$ cat config.mk
export PLATFORM = sky130hd
export DESIGN_NAME = icu_capture
export DESIGN_NICKNAME = d
export VERILOG_FILES = /design/src/icu_pkg.sv /design/src/icu_sync.sv /design/src/icu_fifo.sv /design/src/icu_capture.sv
export SDC_FILE = /design/constraint.sdc
export NUM_CORES = 1
export LEC_CHECK = 0
export ABC_AREA = 1
export ABC_CLOCK_PERIOD_IN_PS = 2700
export BUFFER_PORTS_ARGS = -buffer_cell sky130_fd_sc_hd__buf_2
export CAP_MARGIN = 10
export CORE_ASPECT_RATIO = 1.1
export CORE_MARGIN = 2
export CORE_UTILIZATION = 45
export DETAILED_ROUTE_END_ITERATION = 10
export PLACE_DENSITY = 0.68
export SLEW_MARGIN = 0
export SYNTH_ARGS = -nofsm -noshare
export SYNTH_HDL_FRONTEND = slang
export SYNTH_SLANG_ARGS = --single-unit
$ cat constraint.sdc
create_clock -name clock -period 2.7 [get_ports clock]
set_clock_uncertainty 0.05 [all_clocks]
set_input_delay 0.54 -clock clock [delete_from_list [all_inputs] [get_ports clock]]
set_output_delay 0.54 -clock clock [all_outputs]
set_load 0.01 [all_outputs]
$ cat src/icu_pkg.sv
package icu_pkg;
  // =====================================================
  // Register map
  localparam logic [3:0] ICU_OFF_CON1 = 4'h0;
  localparam logic [3:0] ICU_OFF_CON2 = 4'h4;
  localparam logic [3:0] ICU_OFF_FIFO = 4'h8;
  localparam logic [3:0] ICU_OFF_CNT = 4'hC;
  // =====================================================
  // Control one fields
  localparam int ICU_C1_MODE_LO = 0;
  localparam int ICU_C1_BNE = 3;
  localparam int ICU_C1_OV = 4;
  localparam int ICU_C1_RATE_LO = 5;
  localparam int ICU_C1_IDLE = 13;
  localparam int ICU_C1_TSEL_LO = 10;
  localparam logic [15:0] ICU_C1_WMASK = 16'h3C67;
  // =====================================================
  // Control two fields
  localparam int ICU_C2_SYNC_LO = 0;
  localparam int ICU_C2_TSTAT = 6;
  localparam int ICU_C2_TRIG = 7;
  localparam int ICU_C2_CASC = 8;
  localparam logic [15:0] ICU_C2_WMASK = 16'h01DF;
  localparam logic [15:0] ICU_C2_RESET = 16'h000D;
  // =====================================================
  // Codes
  localparam logic [4:0] ICU_SYNC_NONE = 5'h00;
  localparam logic [2:0] ICU_TSEL_SYS = 3'h7;
  localparam logic [2:0] ICU_DIS = 3'h0;
  localparam logic [2:0] ICU_BOTH = 3'h1;
  localparam logic [2:0] ICU_FALL = 3'h2;
  localparam logic [2:0] ICU_RISE = 3'h3;
  localparam logic [2:0] ICU_RISE4 = 3'h4;
  localparam logic [2:0] ICU_RISE16 = 3'h5;
  localparam logic [2:0] ICU_WAKE = 3'h7;
  localparam logic [3:0] ICU_PRE4 = 4'h3;
  localparam logic [3:0] ICU_PRE16 = 4'hF;
  localparam int ICU_DEPTH = 4;
  typedef enum logic [1:0] {
    ICU_FREE = 2'b00,
    ICU_SYNC = 2'b01,
    ICU_HTRIG = 2'b10,
    ICU_STRIG = 2'b11
  } icu_op_t;
endpackage

$ cat src/icu_sync.sv
`timescale 1ns/1ns
module icu_sync (
  // Clock and reset
  input wire logic clock,
  input wire logic rstn,
  // Level
  input wire logic d,
  output logic q
);
  logic meta_reg;
  always_ff @(posedge clock or negedge rstn) begin
    if (!rstn) begin
      meta_reg <= 1'b0;
      q <= 1'b0;
    end else begin
      meta_reg <= d;
      q <= meta_reg;
    end
  end
endmodule

$ cat src/icu_fifo.sv
`timescale 1ns/1ns
module icu_fifo (
  // Clock and reset
  input wire logic clock,
  input wire logic rstn,
  // Push side
  input wire logic push,
  input wire logic [15:0] push_data,
  output logic full,
  // Pop side
  input wire logic pop,
  output logic [15:0] head,
  output logic not_empty
);
  import icu_pkg::*;
  logic [15:0] mem [ICU_DEPTH];
  logic [1:0] wr_reg;
  logic [1:0] rd_reg;
  logic [2:0] cnt_reg;
  logic do_push;
  logic do_pop;
  assign full = (cnt_reg == 3'(ICU_DEPTH));
  assign not_empty = (cnt_reg != 3'h0);
  assign do_push = push && !full;
  assign do_pop = pop && not_empty;
  assign head = mem[rd_reg];
  always_ff @(posedge clock) begin
    if (do_push) begin
      mem[wr_reg] <= push_data;
    end
  end
  always_ff @(posedge clock or negedge rstn) begin
    if (!rstn) begin
      wr_reg <= 2'h0;
      rd_reg <= 2'h0;
      cnt_reg <= 3'h0;
    end else begin
      if (do_push) begin
        wr_reg <= wr_reg + 2'h1;
      end
      if (do_pop) begin
        rd_reg <= rd_reg + 2'h1;
      end
      cnt_reg <= cnt_reg + 3'(do_push) - 3'(do_pop);
    end
  end
endmodule

$ cat src/icu_capture.sv
`timescale 1ns/1ns
module icu_capture (
  // Clock and reset
  input wire logic clock,
  input wire logic rstn,
  // APB slave
  input wire logic psel,
  input wire logic penable,
  input wire logic pwrite,
  input wire logic [3:0] paddr,
  input wire logic [31:0] pwdata,
  output logic [31:0] prdata,
  output logic pready,
  output logic pslverr,
  // Capture pin and system sources
  input wire logic capture_input_pin,
  input wire logic [7:0] time_base_ticks,
  input wire logic [31:0] sync_events,
  input wire logic sync_source_enabled,
  input wire logic low_power,
  // Cascade link to paired channel
  input wire logic is_high_channel,
  input wire logic peer_cascade_enable,
  input wire logic peer_wrap,
  input wire logic peer_run,
  output logic cascade_enable,
  output logic wrap_out,
  output logic run_out,
  // Events
  output logic capture_irq,
  output logic wake_irq
);
  import icu_pkg::*;

  // =====================================================
  // Registers and decode
  logic [15:0] con1_reg;
  logic [15:0] con2_reg;
  logic [15:0] capture_counter;
  logic pin_s;
  logic pin_d_reg;
  logic [2:0] mode;
  logic [1:0] rate;
  logic [2:0] tsel;
  logic [4:0] sync_source_select;
  logic trigger_select;
  logic trigger_status;
  logic cascaded;
  logic tick;
  logic sync_evt;
  logic rise;
  logic fall;
  logic edge_ok;
  logic capture_evt;
  logic fifo_full;
  logic buffer_not_empty;
  logic capture_overflow;
  logic [15:0] fifo_head;
  logic fifo_pop;
  logic [3:0] pre_reg;
  logic [1:0] irq_cnt_reg;
  logic running;
  logic hold_reset;
  icu_op_t op;
  logic wr;
  logic rd;

  function automatic icu_op_t op_decode(input logic [4:0] src, input logic trg);
    if (src == ICU_SYNC_NONE) begin
      op_decode = trg ? ICU_STRIG : ICU_FREE;
    end else begin
      op_decode = trg ? ICU_HTRIG : ICU_SYNC;
    end
  endfunction

  assign mode = con1_reg[ICU_C1_MODE_LO +: 3];
  assign rate = con1_reg[ICU_C1_RATE_LO +: 2];
  assign tsel = con1_reg[ICU_C1_TSEL_LO +: 3];
  assign sync_source_select = con2_reg[ICU_C2_SYNC_LO +: 5];
  assign trigger_select = con2_reg[ICU_C2_TRIG];
  assign trigger_status = con2_reg[ICU_C2_TSTAT];
  assign cascade_enable = con2_reg[ICU_C2_CASC];
  assign cascaded = cascade_enable && peer_cascade_enable;
  // Mode decode; cascaded high channel forced synchronous.
  assign op = (cascaded && is_high_channel) ? ICU_SYNC
            : op_decode(sync_source_select, trigger_select);
  assign tick = time_base_ticks[tsel];
  assign sync_evt = sync_events[sync_source_select];
  assign wr = psel && penable && pwrite;
  assign rd = psel && penable && !pwrite;
  assign fifo_pop = rd && (paddr == ICU_OFF_FIFO);

  // =====================================================
  // Pin synchroniser and edge detect
  icu_sync u_pin (
    .clock(clock),
    .rstn(rstn),
    .d(capture_input_pin),
    .q(pin_s)
  );
  always_ff @(posedge clock or negedge rstn) begin
    if (!rstn) begin
      pin_d_reg <= 1'b0;
    end else begin
      pin_d_reg <= pin_s;
    end
  end
  assign rise = pin_s && !pin_d_reg;
  assign fall = !pin_s && pin_d_reg;

  // =====================================================
  // Run control
  // Cascaded sync held in reset until source enabled.
  assign hold_reset = cascaded && (op == ICU_SYNC) && !sync_source_enabled;
  // Triggered modes run only after trigger status.
  assign running = (cascaded && is_high_channel) ? peer_run
                 : (((op == ICU_HTRIG) || (op == ICU_STRIG)) ? trigger_status : 1'b1)
                   && !hold_reset;
  assign run_out = running;

  // =====================================================
  // Capture counter
  always_ff @(posedge clock or negedge rstn) begin
    if (!rstn) begin
      capture_counter <= 16'h0000;
    end else if (hold_reset || mode == ICU_DIS) begin
      capture_counter <= 16'h0000;
    end else if (op == ICU_SYNC && sync_evt && !is_high_channel) begin
      capture_counter <= 16'h0000;
    end else if (cascaded && is_high_channel) begin
      if (peer_wrap) begin
        capture_counter <= capture_counter + 16'h0001;
      end
    end else if (running && tick) begin
      capture_counter <= capture_counter + 16'h0001;
    end
  end
  assign wrap_out = running && tick && (capture_counter == 16'hFFFF) && !hold_reset;

  // =====================================================
  // Edge qualification
  // Mode decode; both edges, falling, rising, every 4th or every 16th rise.
  always_comb begin
    case (mode)
      ICU_BOTH: edge_ok = rise || fall;
      ICU_FALL: edge_ok = fall;
      ICU_RISE: edge_ok = rise;
      ICU_RISE4: edge_ok = rise && (pre_reg[1:0] == ICU_PRE4[1:0]);
      ICU_RISE16: edge_ok = rise && (pre_reg == ICU_PRE16);
      default: edge_ok = 1'b0;
    endcase
  end
  always_ff @(posedge clock or negedge rstn) begin
    if (!rstn) begin
      pre_reg <= 4'h0;
    end else if (mode != ICU_RISE4 && mode != ICU_RISE16) begin
      pre_reg <= 4'h0;
    end else if (rise) begin
      pre_reg <= (mode == ICU_RISE4 && pre_reg[1:0] == ICU_PRE4[1:0]) ? 4'h0 : pre_reg + 4'h1;
    end
  end
  assign capture_evt = edge_ok && running;
  assign wake_irq = (mode == ICU_WAKE) && low_power && rise;

  // =====================================================
  // FIFO
  // Four deep; push counter.
  icu_fifo u_fifo (
    .clock(clock),
    .rstn(rstn),
    .push(capture_evt),
    .push_data(capture_counter),
    .full(fifo_full),
    .pop(fifo_pop),
    .head(fifo_head),
    .not_empty(buffer_not_empty)
  );

  // Overflow set on drop, set wins over read clear.
  always_ff @(posedge clock or negedge rstn) begin
    if (!rstn) begin
      capture_overflow <= 1'b0;
    end else if (capture_evt && fifo_full) begin
      capture_overflow <= 1'b1;
    end else if (fifo_pop) begin
      capture_overflow <= 1'b0;
    end
  end

  // =====================================================
  // Interrupt rate
  // Every rate+1 captures; mode one ignores rate.
  always_ff @(posedge clock or negedge rstn) begin
    if (!rstn) begin
      irq_cnt_reg <= 2'h0;
      capture_irq <= 1'b0;
    end else if (mode == ICU_DIS) begin
      // A disabled channel forgets partial interrupt counts.
      irq_cnt_reg <= 2'h0;
      capture_irq <= 1'b0;
    end else begin
      capture_irq <= 1'b0;
      if (capture_evt && !fifo_full) begin
        if (mode == ICU_BOTH || irq_cnt_reg == rate) begin
          irq_cnt_reg <= 2'h0;
          capture_irq <= 1'b1;
        end else begin
          irq_cnt_reg <= irq_cnt_reg + 2'h1;
        end
      end
    end
  end

  // =====================================================
  // Control registers
  always_ff @(posedge clock or negedge rstn) begin
    if (!rstn) begin
      con1_reg <= 16'h0000;
    end else if (wr && paddr == ICU_OFF_CON1) begin
      con1_reg <= pwdata[15:0] & ICU_C1_WMASK;
    end
  end
  // Software sets status; hardware sets it on trigger.
  always_ff @(posedge clock or negedge rstn) begin
    if (!rstn) begin
      con2_reg <= ICU_C2_RESET;
    end else begin
      if (wr && paddr == ICU_OFF_CON2) begin
        con2_reg <= pwdata[15:0] & ICU_C2_WMASK;
      end
      if (op == ICU_HTRIG && sync_evt) begin
        con2_reg[ICU_C2_TSTAT] <= 1'b1;
      end
    end
  end

  // =====================================================
  // APB read
  // Not-empty; overflow read-only.
  always_comb begin
    prdata = 32'h0000_0000;
    case (paddr)
      ICU_OFF_CON1: begin
        prdata[15:0] = con1_reg;
        prdata[ICU_C1_OV] = capture_overflow;
        prdata[ICU_C1_BNE] = buffer_not_empty;
      end
      ICU_OFF_CON2: prdata[15:0] = con2_reg;
      ICU_OFF_FIFO: prdata[15:0] = fifo_head;
      ICU_OFF_CNT: prdata[15:0] = capture_counter;
      default: prdata = 32'h0000_0000;
    endcase
  end
  assign pready = 1'b1;
  assign pslverr = psel && penable && (paddr[1:0] != 2'b00);
endmodule

==> flow_metrics.py <==
metrics = {
    "drt": {
        "num_vias": 5170,
        "routed_wl_mm": 15.1,
        "detail-route-antenna-nets": 0,
        "vias_per_cell": 5.21,
        "drt_pass1_iterations": 8,
        "drt_iter0_markers": 380,
        "drc": 0,
        "avgRoutedWirePerCell_um": 15.3,
    },
    "clock_tree": {
        "insertion_delay_ns": 0.42,
        "root_buffer": "clkbuf_16",
        "cts_made_buffers": 17,
        "htree_levels": 4,
        "cts.sinks": 115,
        "clk_pin_slew_ns": 0.06,
        "cts.path.max_buffers": 2,
        "cts_tree": "yes",
        "hold_buffers": 0,
    },
    "place": {
        "hpwl_mm": 10.8,
        "dpl_cell_area_mm2": 0.00683,
        "globalplace.congestion": 0.856,
        "io_buffers": 90,
    },
    "logic_synthesis": {
        "syn_inst": 684,
        "ys_async_sr_fraction_pct": 44.3,
        "synthFlopType": "edfxtp_1",
        "yosysTopAreaCell": "edfxtp_1",
        "ys_seq_area_share_pct": 52.1,
        "avgSynthCellArea_um2": 8.98,
        "synthDistinctLibCells": 45,
        "synth_top_area_share_pct": 31.3,
        "yosysWarnings": 0,
        "synth_area_mm2": 0.00614,
        "synth.top_cells.by_area": "edfxtp_1, dfrtp_1, nand2_1, nor2_1, inv_1",
        "synth_seq_cells": 115,
        "synth_edf_count": 64,
    },
    "worst_setup_path": {
        "critical_path_arrival_ns": 1.94,
        "r2r_start": "con2_reg[2]$_DFFE_PN1P_",
        "crit_fanout": 32,
        "criticalPathCategory": "reg2out",
        "r2r_setup_slack_ns": 0.47,
        "worst_setup_path_end_kind": "output port",
        "cp_data_required_time_ns": 2.11,
        "rr_worst_depth": 12,
        "regToRegEndpoint": "u_fifo.cnt_reg[2]$_DFF_PN0_",
        "crit_path_start_kind": "register",
    },
    "timing": {
        "fin_tns_setup_ns": 0,
        "rsz0062_at_grt": "false",
        "drv_slew": 0,
        "setup_viol_count_final": 0,
        "fmaxAchievable_mhz": 395,
        "finalCritPeriodShare_pct": 93.8,
        "hold_violations": 0,
        "min_period_ns": 2.53,
        "worst_slew_pin_slew_ns": 0.654,
        "maxSlewHeadroom_pct": 56.4,
    },
    "die": {
        "core-area_mm2": 0.0133,
        "io_pins": 127,
        "die_w_um": 115,
        "start_util_pct": 46.3,
        "dieArea_mm2": 0.0146,
        "row_count": 44,
        "die_h_um": 127,
    },
    "global_routing": {
        "met1_usage_pct": 27.9,
        "globalRouteOverflowTotal": 0,
        "grt_pass1_vias": 5074,
        "use_met3_pct": 5.64,
        "antenna_found_initial": 0,
        "grt_max_degree": 33,
        "use_met2_pct": 37.0,
        "grt_first_pass_wirelength_mm": 24.7,
        "grt_use_total_pct": 21.9,
        "busiest_layer": "met2",
    },
    "cells_and_area": {
        "stdcell_area_mm2": 0.00750,
        "seq_area_mm2": 0.00320,
        "fillCellCount": 1166,
        "largest_reg_flops": 64,
        "diodes": 0,
        "nets": 896,
        "layout-drive-gt1-share_pct": 23.4,
        "syn2layout_area_growth_pct": 22.1,
        "most-common-layout-cells": "nand2_1, buf_2, nor2_1",
        "multi_input_area_mm2": 0.00244,
        "final_common_cell": "nand2_1",
    },
    "pwr": {
        "p_leak_nw": 3.43,
        "power_density_mw_per_mm2": 764,
        "vdd_drop_max_mv": 0.452,
    },
    "worst_hold_path": {
        "hp-class": "in2async",
    },
    "run_status": {
        "outcome": "complete, no violations",
    },
    "run": {
        "max_cap_violations": 0,
    },
}
repair_timing:
item                                    4_1_cts  5_1_grt
setup buffers                                 0        6
endpoints found under the setup margin        1        2
gates resized for setup                       1        5
pin swaps                                     0        2
logic make-up after synthesis:
group,count (synthesis),share of synthesized area [%]
buf+inv,118,9.29
fa+ha+maj,11,2.36
simple gates,337,24.7
flops,115,52.1
xor+xnor,14,2.00
other cells,2,0.122
mux,2,0.367
compound gates,85,9.01
through the flow:
step | setup WS, ns | cells | hold WS [ns] | power [mW] | util [%]
finish | 0.167 | 993 | 0.105 | 5.72 | 56.5
global route | 0.00739 | 993 | 0.130 | 6.03 | 56.5
CTS | 0.0439 | 987 | 0.110 | 5.73 | 56.0
detailed placement | 0.228 | 956 | 0.293 | 3.43 | 51.4
global placement | 0.237 | 956 | 0.287 | 3.38 | 51.4
floorplan | 0.242 | 699 | 0.194 | 3.06 | -
layout make-up:
class | instances | area share (%)
tap | 184 | 3.07
multi-input combinational | 466 | 32.5
sequential | 115 | 42.7
clock buffer | 17 | 5.67
timing repair buffer | 118 | 9.48
inverter | 79 | 4.14
clock inverter | 14 | 2.42
synthesized netlist by cell type (3+ instances only):
cell type / instances
a21oi_1: 18
a22oi_1: 3
buf_4: 20
clkbuf_1: 13
dfrtp_1: 48
dfstp_2: 3
edfxtp_1: 64
ha_1: 10
inv_1: 73
inv_2: 3
nand2_1: 144
nand2_2: 11
nand3_1: 54
nand3_2: 4
nand4_1: 19
nor2_1: 87
nor3_1: 7
o2111ai_1: 5
o21ai_0: 28
o21ai_1: 4
o221ai_1: 4
o32ai_1: 16
xor2_1: 12
worst max-delay path, cell delays in order (launching register included):
cell       delay (ns)
dfrtp_1          0.38
buf_4            0.33
nor2_1           0.09
o32ai_1          0.30
nand2_1          0.09
o2111ai_1        0.14
buf_2            0.19
worst max-delay path by stage:
stage          slack (ns)                          end  cells past startpoint                    startpoint
2_1_floorplan        0.24   u_fifo.mem[0][0]$_DFFE_PP_                      9               is_high_channel
3_3_place_gp         0.24  u_fifo.cnt_reg[2]$_DFF_PN0_                     13                      paddr[1]
3_5_place_dp         0.23  u_fifo.cnt_reg[1]$_DFF_PN0_                     12                      paddr[1]
4_1_cts              0.04                     wrap_out                     10       con2_reg[4]$_DFFE_PN0P_
5_1_grt             0.007                     wrap_out                     10       con2_reg[4]$_DFFE_PN0P_
6_report             0.17                    prdata[6]                      6  u_fifo.rd_reg[0]$_DFFE_PN0P_
power by group:
part	internal [mW]	switching [mW]	total [mW]
registers	2.02	0.107	2.13
logic	0.470	0.834	1.30
clock network	1.46	0.833	2.29
routing by layer:
| layer | share of wire [%] | up-vias |
|---|---|---|
| li1 | - | 2492 |
| met5 | 0 | - |
| met4 | 0.92 | 0 |
| met2 | 51 | 158 |
| met3 | 5.5 | 12 |
| met1 | 43 | 2508 |
Power figures use the tool's default switching activity.
